### config.mk
export PLATFORM = sky130hd
export DESIGN_NAME = sync_manager_sync_params
export DESIGN_NICKNAME = d
export VERILOG_FILES = /design/src/sync_params_pkg.sv /design/src/sat_counter.sv /design/src/max_capture.sv /design/src/sync_manager_sync_params.sv
export VERILOG_INCLUDE_DIRS = /design/src /design/src/src
export SDC_FILE = /design/constraint.sdc
export NUM_CORES = 1
export LEC_CHECK = 0
export BUFFER_PORTS_ARGS = -buffer_cell sky130_fd_sc_hd__buf_2
export CORE_ASPECT_RATIO = 1.4
export CORE_UTILIZATION = 48
export DETAILED_ROUTE_END_ITERATION = 6
export HOLD_SLACK_MARGIN = 0.06
export PLACE_DENSITY = 0.79
export SETUP_SLACK_MARGIN = 0.02
export SLEW_MARGIN = 20
export SYNTH_ARGS = -nofsm -noshare
export SYNTH_HDL_FRONTEND = slang
export SYNTH_SLANG_ARGS = --single-unit
### constraint.sdc
create_clock -name clk_sys -period 6.58 [get_ports clk_sys]
set_input_delay 1.645 -clock clk_sys [delete_from_list [all_inputs] [get_ports clk_sys]]
set_output_delay 1.645 -clock clk_sys [all_outputs]
set_load 0.01 [all_outputs]
### src/sync_params_map.svh
// constants of the sync parameter register bank: offsets, fields, fixed values
// assumes a 32-bit apb slave, one register per aligned word
`ifndef SYNC_PARAMS_MAP_SVH
`define SYNC_PARAMS_MAP_SVH

// =====================================================================
// offsets
`define OFF_OUT_DELAY      12'h000
`define OFF_OUT_MISSED     12'h004
`define OFF_OUT_OVERRUN    12'h008
`define OFF_OUT_SHORT      12'h00C
`define OFF_OUT_LATE       12'h010
`define OFF_OUT_COMMAND    12'h014
`define OFF_OUT_SHIFT      12'h018
`define OFF_OUT_MINCYC     12'h01C
`define OFF_OUT_CALC       12'h020
`define OFF_IN_COUNT       12'h040
`define OFF_IN_SELECT      12'h044
`define OFF_IN_PERIOD      12'h048
`define OFF_IN_SHIFT       12'h04C
`define OFF_IN_SUPPORT     12'h050
`define OFF_IN_MINCYC      12'h054
`define OFF_IN_CALC        12'h058
`define OFF_IN_COMMAND     12'h05C
`define OFF_IN_DELAY       12'h060
`define OFF_IN_MISSED      12'h064
`define OFF_IN_OVERRUN     12'h068
`define OFF_IN_SHORT       12'h06C
`define OFF_IN_LATE        12'h070
`define OFF_IRQ_STATUS     12'h080
`define OFF_IRQ_MASK       12'h084

// =====================================================================
// fields and fixed values
`define SUPPORT_BASE       16'h8007
`define SUPPORT_SHIFT_LSB  4
`define SHIFT_LOCAL        2'b01
`define SHIFT_SYNC1        2'b10
`define IN_ENTRY_COUNT     8'h07
`define MODE_FREE          16'h0000
`define MODE_SM_IN         16'h0001
`define MODE_SYNC0         16'h0002
`define MODE_SYNC1         16'h0003
`define MODE_SM_OUT        16'h0022
`define CMD_START          16'h0001
`define CMD_STOP           16'h0000
`define COUNT_MAX          16'hFFFF
`define IRQ_BITS           8

`endif

### src/sync_params_pkg.sv
// types of the sync parameter register bank
// assumes the map header for numeric constants
package sync_params_pkg;
  typedef struct packed {
    logic [11:0] paddr;
    logic        psel;
    logic        penable;
    logic        pwrite;
    logic [31:0] pwdata;
  } apb_req_t;

  typedef struct packed {
    logic [31:0] prdata;
    logic        pready;
    logic        pslverr;
  } apb_rsp_t;

  // one cycle of timing samples from the sync engine
  typedef struct packed {
    logic        valid;
    logic [31:0] outShift;
    logic [31:0] minCycle;
    logic [31:0] outCalc;
    logic [31:0] outDelay;
    logic [31:0] inShift;
    logic [31:0] inCalc;
    logic [31:0] inDelay;
  } timing_sample_t;

  // event pulses, one per cycle
  typedef struct packed {
    logic outMissed;
    logic outOverrun;
    logic outShort;
    logic outLate;
    logic inMissed;
    logic inOverrun;
    logic inShort;
    logic inLate;
  } sync_events_t;

  typedef enum logic [1:0] {
    MEAS_IDLE  = 2'b00,
    MEAS_CLEAR = 2'b01,
    MEAS_RUN   = 2'b10
  } meas_state_t;
endpackage

### src/sat_counter.sv
// saturating 16-bit event counter
// assumes one increment pulse per clock at most
`timescale 1ns/1ps
`default_nettype none
`include "sync_params_map.svh"
module sat_counter (
  input  wire logic        clk_sys,
  input  wire logic        resetn,
  input  wire logic        inc,
  output logic [15:0]      count
);
  logic [15:0] countReg;
  logic [15:0] countNext;
  // stick at the top so a flood of errors never reads as few
  assign countNext = (inc && countReg != `COUNT_MAX) ? countReg + 16'h0001
                                                     : countReg;
  always_ff @(posedge clk_sys or negedge resetn) begin
    if (!resetn) countReg <= 16'h0000;
    else countReg <= countNext;
  end
  assign count = countReg;
endmodule
`default_nettype wire

### src/max_capture.sv
// running maximum of one timing value
// assumes clear and sample never needed in the same cycle
`timescale 1ns/1ps
`default_nettype none
module max_capture (
  input  wire logic        clk_sys,
  input  wire logic        resetn,
  input  wire logic        clear,
  input  wire logic        sample,
  input  wire logic [31:0] value,
  output logic [31:0]      maxValue
);
  logic [31:0] maxReg;
  logic        bigger;
  assign bigger = sample && (value > maxReg);
  always_ff @(posedge clk_sys or negedge resetn) begin
    if (!resetn) maxReg <= 32'h0000_0000;
    else if (clear) maxReg <= 32'h0000_0000;
    else if (bigger) maxReg <= value;
  end
  assign maxValue = maxReg;
endmodule
`default_nettype wire

### src/sync_manager_sync_params.sv
// sync parameter register bank of the output and input sync objects
// assumes an apb master and a sync engine delivering samples and events
//
// Added by the designer: the register offsets and the APB interface to the registers.
`timescale 1ns/1ps
`default_nettype none
`include "sync_params_map.svh"
module sync_manager_sync_params (
  input  wire logic                           clk_sys,
  input  wire logic                           resetn,
  input  wire sync_params_pkg::apb_req_t      apbReq,
  output sync_params_pkg::apb_rsp_t           apbRsp,
  input  wire sync_params_pkg::timing_sample_t sample,
  input  wire sync_params_pkg::sync_events_t  events,
  input  wire logic                           operational,
  input  wire logic                           dcMode,
  input  wire logic                           outputsPresent,
  output logic [15:0]                         inSyncSelect,
  output logic [31:0]                         inSync0Shift,
  output logic [31:0]                         inCyclePeriod,
  output logic                                measureRunning,
  output logic                                irq
);
  import sync_params_pkg::*;

  // ===================================================================
  // bus decode
  logic        wrStb;
  logic        rdStb;
  logic [11:0] addr;
  assign addr  = apbReq.paddr;
  assign wrStb = apbReq.psel && apbReq.penable && apbReq.pwrite;
  assign rdStb = apbReq.psel && apbReq.penable && !apbReq.pwrite;

  function automatic logic hit(input logic [11:0] a, input logic [11:0] o);
    hit = (a == o);
  endfunction

  logic wrSelect;
  logic wrInPeriod;
  logic wrInShift;
  logic wrOutCmd;
  logic wrInCmd;
  logic wrIrqStatus;
  logic wrIrqMask;
  assign wrSelect    = wrStb && hit(addr, `OFF_IN_SELECT);
  assign wrInPeriod  = wrStb && hit(addr, `OFF_IN_PERIOD);
  assign wrInShift   = wrStb && hit(addr, `OFF_IN_SHIFT);
  assign wrOutCmd    = wrStb && hit(addr, `OFF_OUT_COMMAND);
  assign wrInCmd     = wrStb && hit(addr, `OFF_IN_COMMAND);
  assign wrIrqStatus = wrStb && hit(addr, `OFF_IRQ_STATUS);
  assign wrIrqMask   = wrStb && hit(addr, `OFF_IRQ_MASK);

  // ===================================================================
  // writable entries
  logic [15:0] selectReg;
  logic [31:0] periodReg;
  logic [31:0] shiftReg;
  logic [15:0] commandReg;
  logic        cmdWrite;
  logic [15:0] cmdValue;
  logic        modeLegal;
  // both command entries share one register so they read alike
  assign cmdWrite = wrOutCmd || wrInCmd;
  assign cmdValue = apbReq.pwdata[15:0];
  // undefined mode codes are refused and the old mode kept
  assign modeLegal = (apbReq.pwdata[15:0] == `MODE_FREE)
                  || (apbReq.pwdata[15:0] == `MODE_SM_IN)
                  || (apbReq.pwdata[15:0] == `MODE_SYNC0)
                  || (apbReq.pwdata[15:0] == `MODE_SYNC1)
                  || (apbReq.pwdata[15:0] == `MODE_SM_OUT);

  always_ff @(posedge clk_sys or negedge resetn) begin
    if (!resetn) begin
      selectReg  <= 16'h0000;
      periodReg  <= 32'h0000_0000;
      shiftReg   <= 32'h0000_0000;
      commandReg <= 16'h0000;
    end else begin
      if (wrSelect && modeLegal) selectReg <= apbReq.pwdata[15:0];
      if (wrInPeriod) periodReg <= apbReq.pwdata;
      if (wrInShift) shiftReg <= apbReq.pwdata;
      if (cmdWrite) commandReg <= cmdValue;
    end
  end
  assign inSyncSelect  = selectReg;
  assign inSync0Shift  = shiftReg;
  assign inCyclePeriod = periodReg;

  // ===================================================================
  // measurement control
  meas_state_t measReg;
  meas_state_t measNext;
  logic        startCmd;
  logic        stopCmd;
  assign startCmd = cmdWrite && (cmdValue == `CMD_START);
  assign stopCmd  = cmdWrite && (cmdValue == `CMD_STOP);

  always_comb begin
    measNext = measReg;
    case (measReg)
      MEAS_IDLE:  if (startCmd) measNext = MEAS_CLEAR;
      MEAS_CLEAR: measNext = stopCmd ? MEAS_IDLE : MEAS_RUN;
      MEAS_RUN: begin
        if (startCmd) measNext = MEAS_CLEAR;
        else if (stopCmd) measNext = MEAS_IDLE;
      end
      default:    measNext = MEAS_IDLE;
    endcase
  end
  always_ff @(posedge clk_sys or negedge resetn) begin
    if (!resetn) measReg <= MEAS_IDLE;
    else measReg <= measNext;
  end

  logic clearMax;
  logic takeMax;
  assign clearMax = (measReg == MEAS_CLEAR);
  // samples are only taken once the old maxima are gone
  assign takeMax  = (measReg == MEAS_RUN) && sample.valid;
  assign measureRunning = (measReg != MEAS_IDLE);

  // ===================================================================
  // captured maxima
  logic [31:0] outShiftMax;
  logic [31:0] minCycleMax;
  logic [31:0] outCalcMax;
  logic [31:0] outDelayMax;
  logic [31:0] inShiftMax;
  logic [31:0] inCalcMax;
  logic [31:0] inDelayMax;

  max_capture capOutShift (.clk_sys(clk_sys), .resetn(resetn),
    .clear(clearMax), .sample(takeMax), .value(sample.outShift),
    .maxValue(outShiftMax));
  max_capture capMinCycle (.clk_sys(clk_sys), .resetn(resetn),
    .clear(clearMax), .sample(takeMax), .value(sample.minCycle),
    .maxValue(minCycleMax));
  max_capture capOutCalc (.clk_sys(clk_sys), .resetn(resetn),
    .clear(clearMax), .sample(takeMax), .value(sample.outCalc),
    .maxValue(outCalcMax));
  max_capture capOutDelay (.clk_sys(clk_sys), .resetn(resetn),
    .clear(clearMax), .sample(takeMax && dcMode),
    .value(sample.outDelay), .maxValue(outDelayMax));
  max_capture capInShift (.clk_sys(clk_sys), .resetn(resetn),
    .clear(clearMax), .sample(takeMax), .value(sample.inShift),
    .maxValue(inShiftMax));
  max_capture capInCalc (.clk_sys(clk_sys), .resetn(resetn),
    .clear(clearMax), .sample(takeMax && dcMode),
    .value(sample.inCalc), .maxValue(inCalcMax));
  max_capture capInDelay (.clk_sys(clk_sys), .resetn(resetn),
    .clear(clearMax), .sample(takeMax && dcMode),
    .value(sample.inDelay), .maxValue(inDelayMax));

  // shift entry reads the measured maximum while one exists
  logic [31:0] inShiftView;
  assign inShiftView = (measReg == MEAS_IDLE && inShiftMax == 32'h0)
                       ? shiftReg : inShiftMax;

  // ===================================================================
  // error counters
  logic opDc;
  logic incOutMissed;
  logic incOutOverrun;
  logic incOutShort;
  logic incInMissed;
  logic incInOverrun;
  logic incInShort;
  assign opDc          = operational && dcMode;
  assign incOutMissed  = events.outMissed && opDc;
  assign incInMissed   = events.inMissed && opDc;
  assign incOutOverrun = events.outOverrun && operational;
  assign incInOverrun  = events.inOverrun && operational;
  assign incOutShort   = events.outShort && dcMode;
  assign incInShort    = events.inShort && dcMode;

  logic [15:0] outMissedCnt;
  logic [15:0] outOverrunCnt;
  logic [15:0] outShortCnt;
  logic [15:0] inMissedCnt;
  logic [15:0] inOverrunCnt;
  logic [15:0] inShortCnt;
  sat_counter cntOutMissed (.clk_sys(clk_sys), .resetn(resetn),
    .inc(incOutMissed), .count(outMissedCnt));
  sat_counter cntOutOverrun (.clk_sys(clk_sys), .resetn(resetn),
    .inc(incOutOverrun), .count(outOverrunCnt));
  sat_counter cntOutShort (.clk_sys(clk_sys), .resetn(resetn),
    .inc(incOutShort), .count(outShortCnt));
  sat_counter cntInMissed (.clk_sys(clk_sys), .resetn(resetn),
    .inc(incInMissed), .count(inMissedCnt));
  sat_counter cntInOverrun (.clk_sys(clk_sys), .resetn(resetn),
    .inc(incInOverrun), .count(inOverrunCnt));
  sat_counter cntInShort (.clk_sys(clk_sys), .resetn(resetn),
    .inc(incInShort), .count(inShortCnt));

  // ===================================================================
  // sync error flags, reflect the most recent cycle
  logic outLateReg;
  logic inLateReg;
  always_ff @(posedge clk_sys or negedge resetn) begin
    if (!resetn) begin
      outLateReg <= 1'b0;
      inLateReg  <= 1'b0;
    end else if (sample.valid) begin
      outLateReg <= events.outLate && dcMode;
      inLateReg  <= events.inLate && dcMode;
    end
  end

  // ===================================================================
  // interrupts
  logic [7:0] evtVec;
  logic [7:0] statusReg;
  logic [7:0] maskReg;
  assign evtVec = {events.inLate && dcMode, incInShort, incInOverrun,
                   incInMissed, events.outLate && dcMode, incOutShort,
                   incOutOverrun, incOutMissed};
  // a new event wins over a write-one clear in the same cycle
  always_ff @(posedge clk_sys or negedge resetn) begin
    if (!resetn) begin
      statusReg <= 8'h00;
      maskReg   <= 8'h00;
    end else begin
      statusReg <= (statusReg & ~(wrIrqStatus ? apbReq.pwdata[7:0] : 8'h00))
                   | evtVec;
      if (wrIrqMask) maskReg <= apbReq.pwdata[7:0];
    end
  end
  assign irq = |(statusReg & maskReg);

  // ===================================================================
  // supported modes bitmap
  logic [15:0] supportMap;
  assign supportMap = `SUPPORT_BASE
    | {10'h000, (outputsPresent ? `SHIFT_LOCAL : `SHIFT_SYNC1),
       4'h0};
  logic [15:0] outSupportMap;
  assign outSupportMap = `SUPPORT_BASE;

  // ===================================================================
  // read mux, registered data
  logic [31:0] rdData;
  logic        rdMapped;
  always_comb begin
    rdMapped = 1'b1;
    rdData   = 32'h0000_0000;
    case (addr)
      `OFF_OUT_DELAY:   rdData = outDelayMax;
      `OFF_OUT_MISSED:  rdData = {16'h0000, outMissedCnt};
      `OFF_OUT_OVERRUN: rdData = {16'h0000, outOverrunCnt};
      `OFF_OUT_SHORT:   rdData = {16'h0000, outShortCnt};
      `OFF_OUT_LATE:    rdData = {31'h0, outLateReg};
      `OFF_OUT_COMMAND: rdData = {16'h0000, commandReg};
      `OFF_OUT_SHIFT:   rdData = outShiftMax;
      `OFF_OUT_MINCYC:  rdData = minCycleMax;
      `OFF_OUT_CALC:    rdData = outCalcMax;
      `OFF_IN_COUNT:    rdData = {24'h0, `IN_ENTRY_COUNT};
      `OFF_IN_SELECT:   rdData = {16'h0000, selectReg};
      `OFF_IN_PERIOD:   rdData = periodReg;
      `OFF_IN_SHIFT:    rdData = inShiftView;
      `OFF_IN_SUPPORT:  rdData = {16'h0000, supportMap};
      `OFF_IN_MINCYC:   rdData = minCycleMax;
      `OFF_IN_CALC:     rdData = inCalcMax;
      `OFF_IN_COMMAND:  rdData = {16'h0000, commandReg};
      `OFF_IN_DELAY:    rdData = inDelayMax;
      `OFF_IN_MISSED:   rdData = {16'h0000, inMissedCnt};
      `OFF_IN_OVERRUN:  rdData = {16'h0000, inOverrunCnt};
      `OFF_IN_SHORT:    rdData = {16'h0000, inShortCnt};
      `OFF_IN_LATE:     rdData = {31'h0, inLateReg};
      `OFF_IRQ_STATUS:  rdData = {24'h0, statusReg};
      `OFF_IRQ_MASK:    rdData = {24'h0, maskReg};
      default:          rdMapped = 1'b0;
    endcase
  end

  // zero-wait slave; unmapped addresses answer with pslverr
  logic [31:0] prdataReg;
  always_ff @(posedge clk_sys or negedge resetn) begin
    if (!resetn) prdataReg <= 32'h0000_0000;
    else if (apbReq.psel && !apbReq.penable && !apbReq.pwrite)
      prdataReg <= rdData;
  end

  logic unusedOutMap;
  assign unusedOutMap = |outSupportMap;
  assign apbRsp.prdata  = prdataReg;
  assign apbRsp.pready  = 1'b1;
  assign apbRsp.pslverr = apbReq.psel && apbReq.penable && !rdMapped;
endmodule
`default_nettype wire

==> flow_summary.json <==
{
  "status": "finished, final reports clean",
  "async_reset_ff_frac": 1.00,
  "synthMuxAreaShare": 0.124,
  "grt_pass1_wl_um": 163000,
  "netlist_area_mm2": 0.0287,
  "mostFrequentLayoutCell": "dfrtp_1",
  "io_pins": 401,
  "power_uw": 6760,
  "min_from": "prdataReg[21]",
  "r2r_end": "capInDelay.maxValue[2]",
  "synth_seq_area_share": 0.408,
  "peakVddDrop_mv": 0.179,
  "cts_made_buffers": 49,
  "p_leak_uw": 0.0203,
  "drv_slew": 0,
  "wl_um": 113000,
  "path_class": "primary input to output port",
  "path_clk_slew_ns": 0.06,
  "fmax_mhz": 194,
  "yosysWarningCount": 0,
  "dieArea_mm2": 0.0607,
  "die_width_um": 209,
  "synth_top_family_by_area": "simple AND/OR/NAND/NOR gates",
  "via_per_inst": 6.17,
  "place_hpwl_um": 86100,
  "ys_seq_elements": 468,
  "hold_depth": 1,
  "path_cells": "buf_2 > or3_1 > a2111oi_0 > a21oi_1 > o2111a_1 > o2111a_1 > buf_2",
  "hold_path.class": "flip-flop to flip-flop",
  "pre_cts_ws_ns": 1.46,
  "port_buffers": 399,
  "grt-ovfl-total": 0,
  "die_height_um": 291,
  "critPathTopFamily": "compound AO/OA/AOI/OAI gates",
  "critPathSlowestCell": "or3_1",
  "synthCells": 2969,
  "tritoncts": "done",
  "fp.coreArea_mm2": 0.0589,
  "p_per_area_mw_per_mm2": 203,
  "syn_nets": 3484,
  "synth_ff_type": "dfrtp_1",
  "first_pass_iters": 6,
  "reg2reg_from": "capInDelay.maxValue[6]",
  "fin_setup_tns_ns": 0,
  "cpPeakStageDelay_ns": 0.44,
  "maxCapViolCount": 0,
  "drive_gt1_frac": 0.195,
  "cts.sinks": 468,
  "ff2ff_path_depth": 9,
  "ant_nets": 0,
  "root_buffer": "clkbuf_16",
  "cts_resized": 0,
  "clock_path_buffers": 3,
  "hold_viol": 0,
  "min_to": "prdataReg[21]",
  "rrSetupSlack_ns": 2.87,
  "crit_path_start_kind": "primary input",
  "period_share": 0.783,
  "grt_max_degree": 146,
  "synth_compound_area_frac": 0.121,
  "synth_top_area_frac": 0.408,
  "critical_path_arrival_ns": 3.51,
  "grt_setup_unrepaired": "false",
  "cp.required_ns": 4.93,
  "synth_enable_flop_cells": 0,
  "yosys.area_share.simple": 0.142,
  "setup_slack_ns": 1.42,
  "area_growth_pct": 16.1,
  "min_period_ns": 5.16,
  "finalClockSkew_ns": 0.0292,
  "worstPathBufferInverterCount": 2,
  "drc_errors": 0,
  "avgSynthCellArea_um2": 9.66,
  "antenna_found_initial": 28,
  "htree_levels": 2,
  "synth_xor_area_frac": 0.0272,
  "vias": 25600,
  "ctsHoldBuffers": 0,
  "ys_top_cells_by_area": "dfrtp_1 (41%), ha_1 (10%), mux2i_1 (8.2%), inv_1 (5.9%), nand2_1 (4.6%)",
  "layout_common_cells": "dfrtp_1 (468), inv_1 (447), buf_2 (399), nand2_1 (352), mux2i_1 (234)",
  "clk_latency_ns": 0.63,
  "drt_iter0_drc": 2463,
  "path_max_fanout": 30,
  "post_drt_wl_per_cell_um": 27.2,
  "max_slew_margin": 0.206,
  "ys_types": 85,
  "nNetsFinal": 3862,
  "n_fill_cell": 5191,
  "grt_pass1_vias": 25300,
  "post_cts_buffers": 0,
  "initial_core_util": 0.487,
  "place_congestion": 1.08,
  "synth_top_area_cell": "dfrtp_1",
  "finish.utilization": 0.566,
  "finalSetupViolCount": 0,
  "tightest_slew_ns": 1.19,
  "track_usage": 0.370,
  "rows": 105,
  "synth_adder_area_share": 0.101,
  "end_kind": "output port"
}
[stage by stage]
stage	instance area (um2)	std cells	hold WS, ns
floorplan	28700	2969	0.450
global placement	31600	4043	0.457
detailed placement	31600	4044	0.463
CTS	33200	4131	0.482
global route	33300	4147	0.502
finish	33300	4152	0.483
[kinds of logic after synthesis]
group | count (synthesis)
simple gates | 801
buf+inv | 565
compound gates | 482
flops | 468
mux | 332
fa+ha+maj | 231
xor+xnor | 89
other cells | 1
[layout make-up]
type	count	area (um2)	area share
flip-flops and latches	468	11700	0.352
multi-input cells	1936	14900	0.448
diodes	20	50.0	0.00150
repair buffers	444	2400	0.0721
clock buffers	61	1310	0.0394
clock inverters	26	290	0.00872
inverters	448	1680	0.0505
well taps	749	937	0.0282
[registers in the layout (all words and copies together), names as in the netlist, 32 cells and up]
signal / count
capInCalc.maxValue: 32
capInDelay.maxValue: 32
capInShift.maxValue: 32
capMinCycle.maxValue: 32
capOutCalc.maxValue: 32
capOutDelay.maxValue: 32
capOutShift.maxValue: 32
inCyclePeriod: 32
inSync0Shift: 32
prdataReg: 32
[routing by layer]
layer,up-vias,global-route usage,part of all wire
met5,-,0,0.0010
met4,16,0.356,0.11
met3,453,0.0808,0.081
met2,1353,0.580,0.45
met1,12500,0.413,0.35
li1,11200,-,-
[cells in the mapped netlist, types with 11 or more instances]
library cell,count
xnor2_1,65
nor3_1,29
mux2_4,30
a21o_1,32
o21ai_0,23
nor2b_1,12
and4_1,12
a221o_1,13
mux2i_1,234
and2_1,16
inv_1,447
mux2_2,66
a31oi_1,13
a22o_1,34
nand3_1,101
buf_2,43
and3_1,17
a21oi_1,123
a221oi_1,27
nor2_1,73
o211ai_1,13
xor2_1,24
a211oi_1,16
clkbuf_1,65
ha_1,230
nand4_1,99
nor4_1,33
a2111oi_0,14
a22oi_1,94
nand2_1,352
o22a_1,11
dfrtp_1,468
[power breakdown]
part | total, uW | internal, uW | switching (uW)
registers | 3210 | 3000 | 212
clock network | 2870 | 1580 | 1280
logic | 687 | 273 | 414
[how the worst max path moves through the flow]
| stage | startpoint | to | depth (start not counted) | slack (ns) |
|---|---|---|---|---|
| floorplan | apbReq[39] | apbRsp[0] | 7 | 1.78 |
| global placement | apbReq[38] | apbRsp[0] | 7 | 1.46 |
| detailed placement | apbReq[38] | apbRsp[0] | 7 | 1.46 |
| CTS | apbReq[38] | apbRsp[0] | 7 | 1.45 |
| global route | apbReq[38] | apbRsp[0] | 7 | 1.30 |
| finish | apbReq[38] | apbRsp[0] | 7 | 1.42 |
No activity file was read; power rests on OpenSTA's default activity.
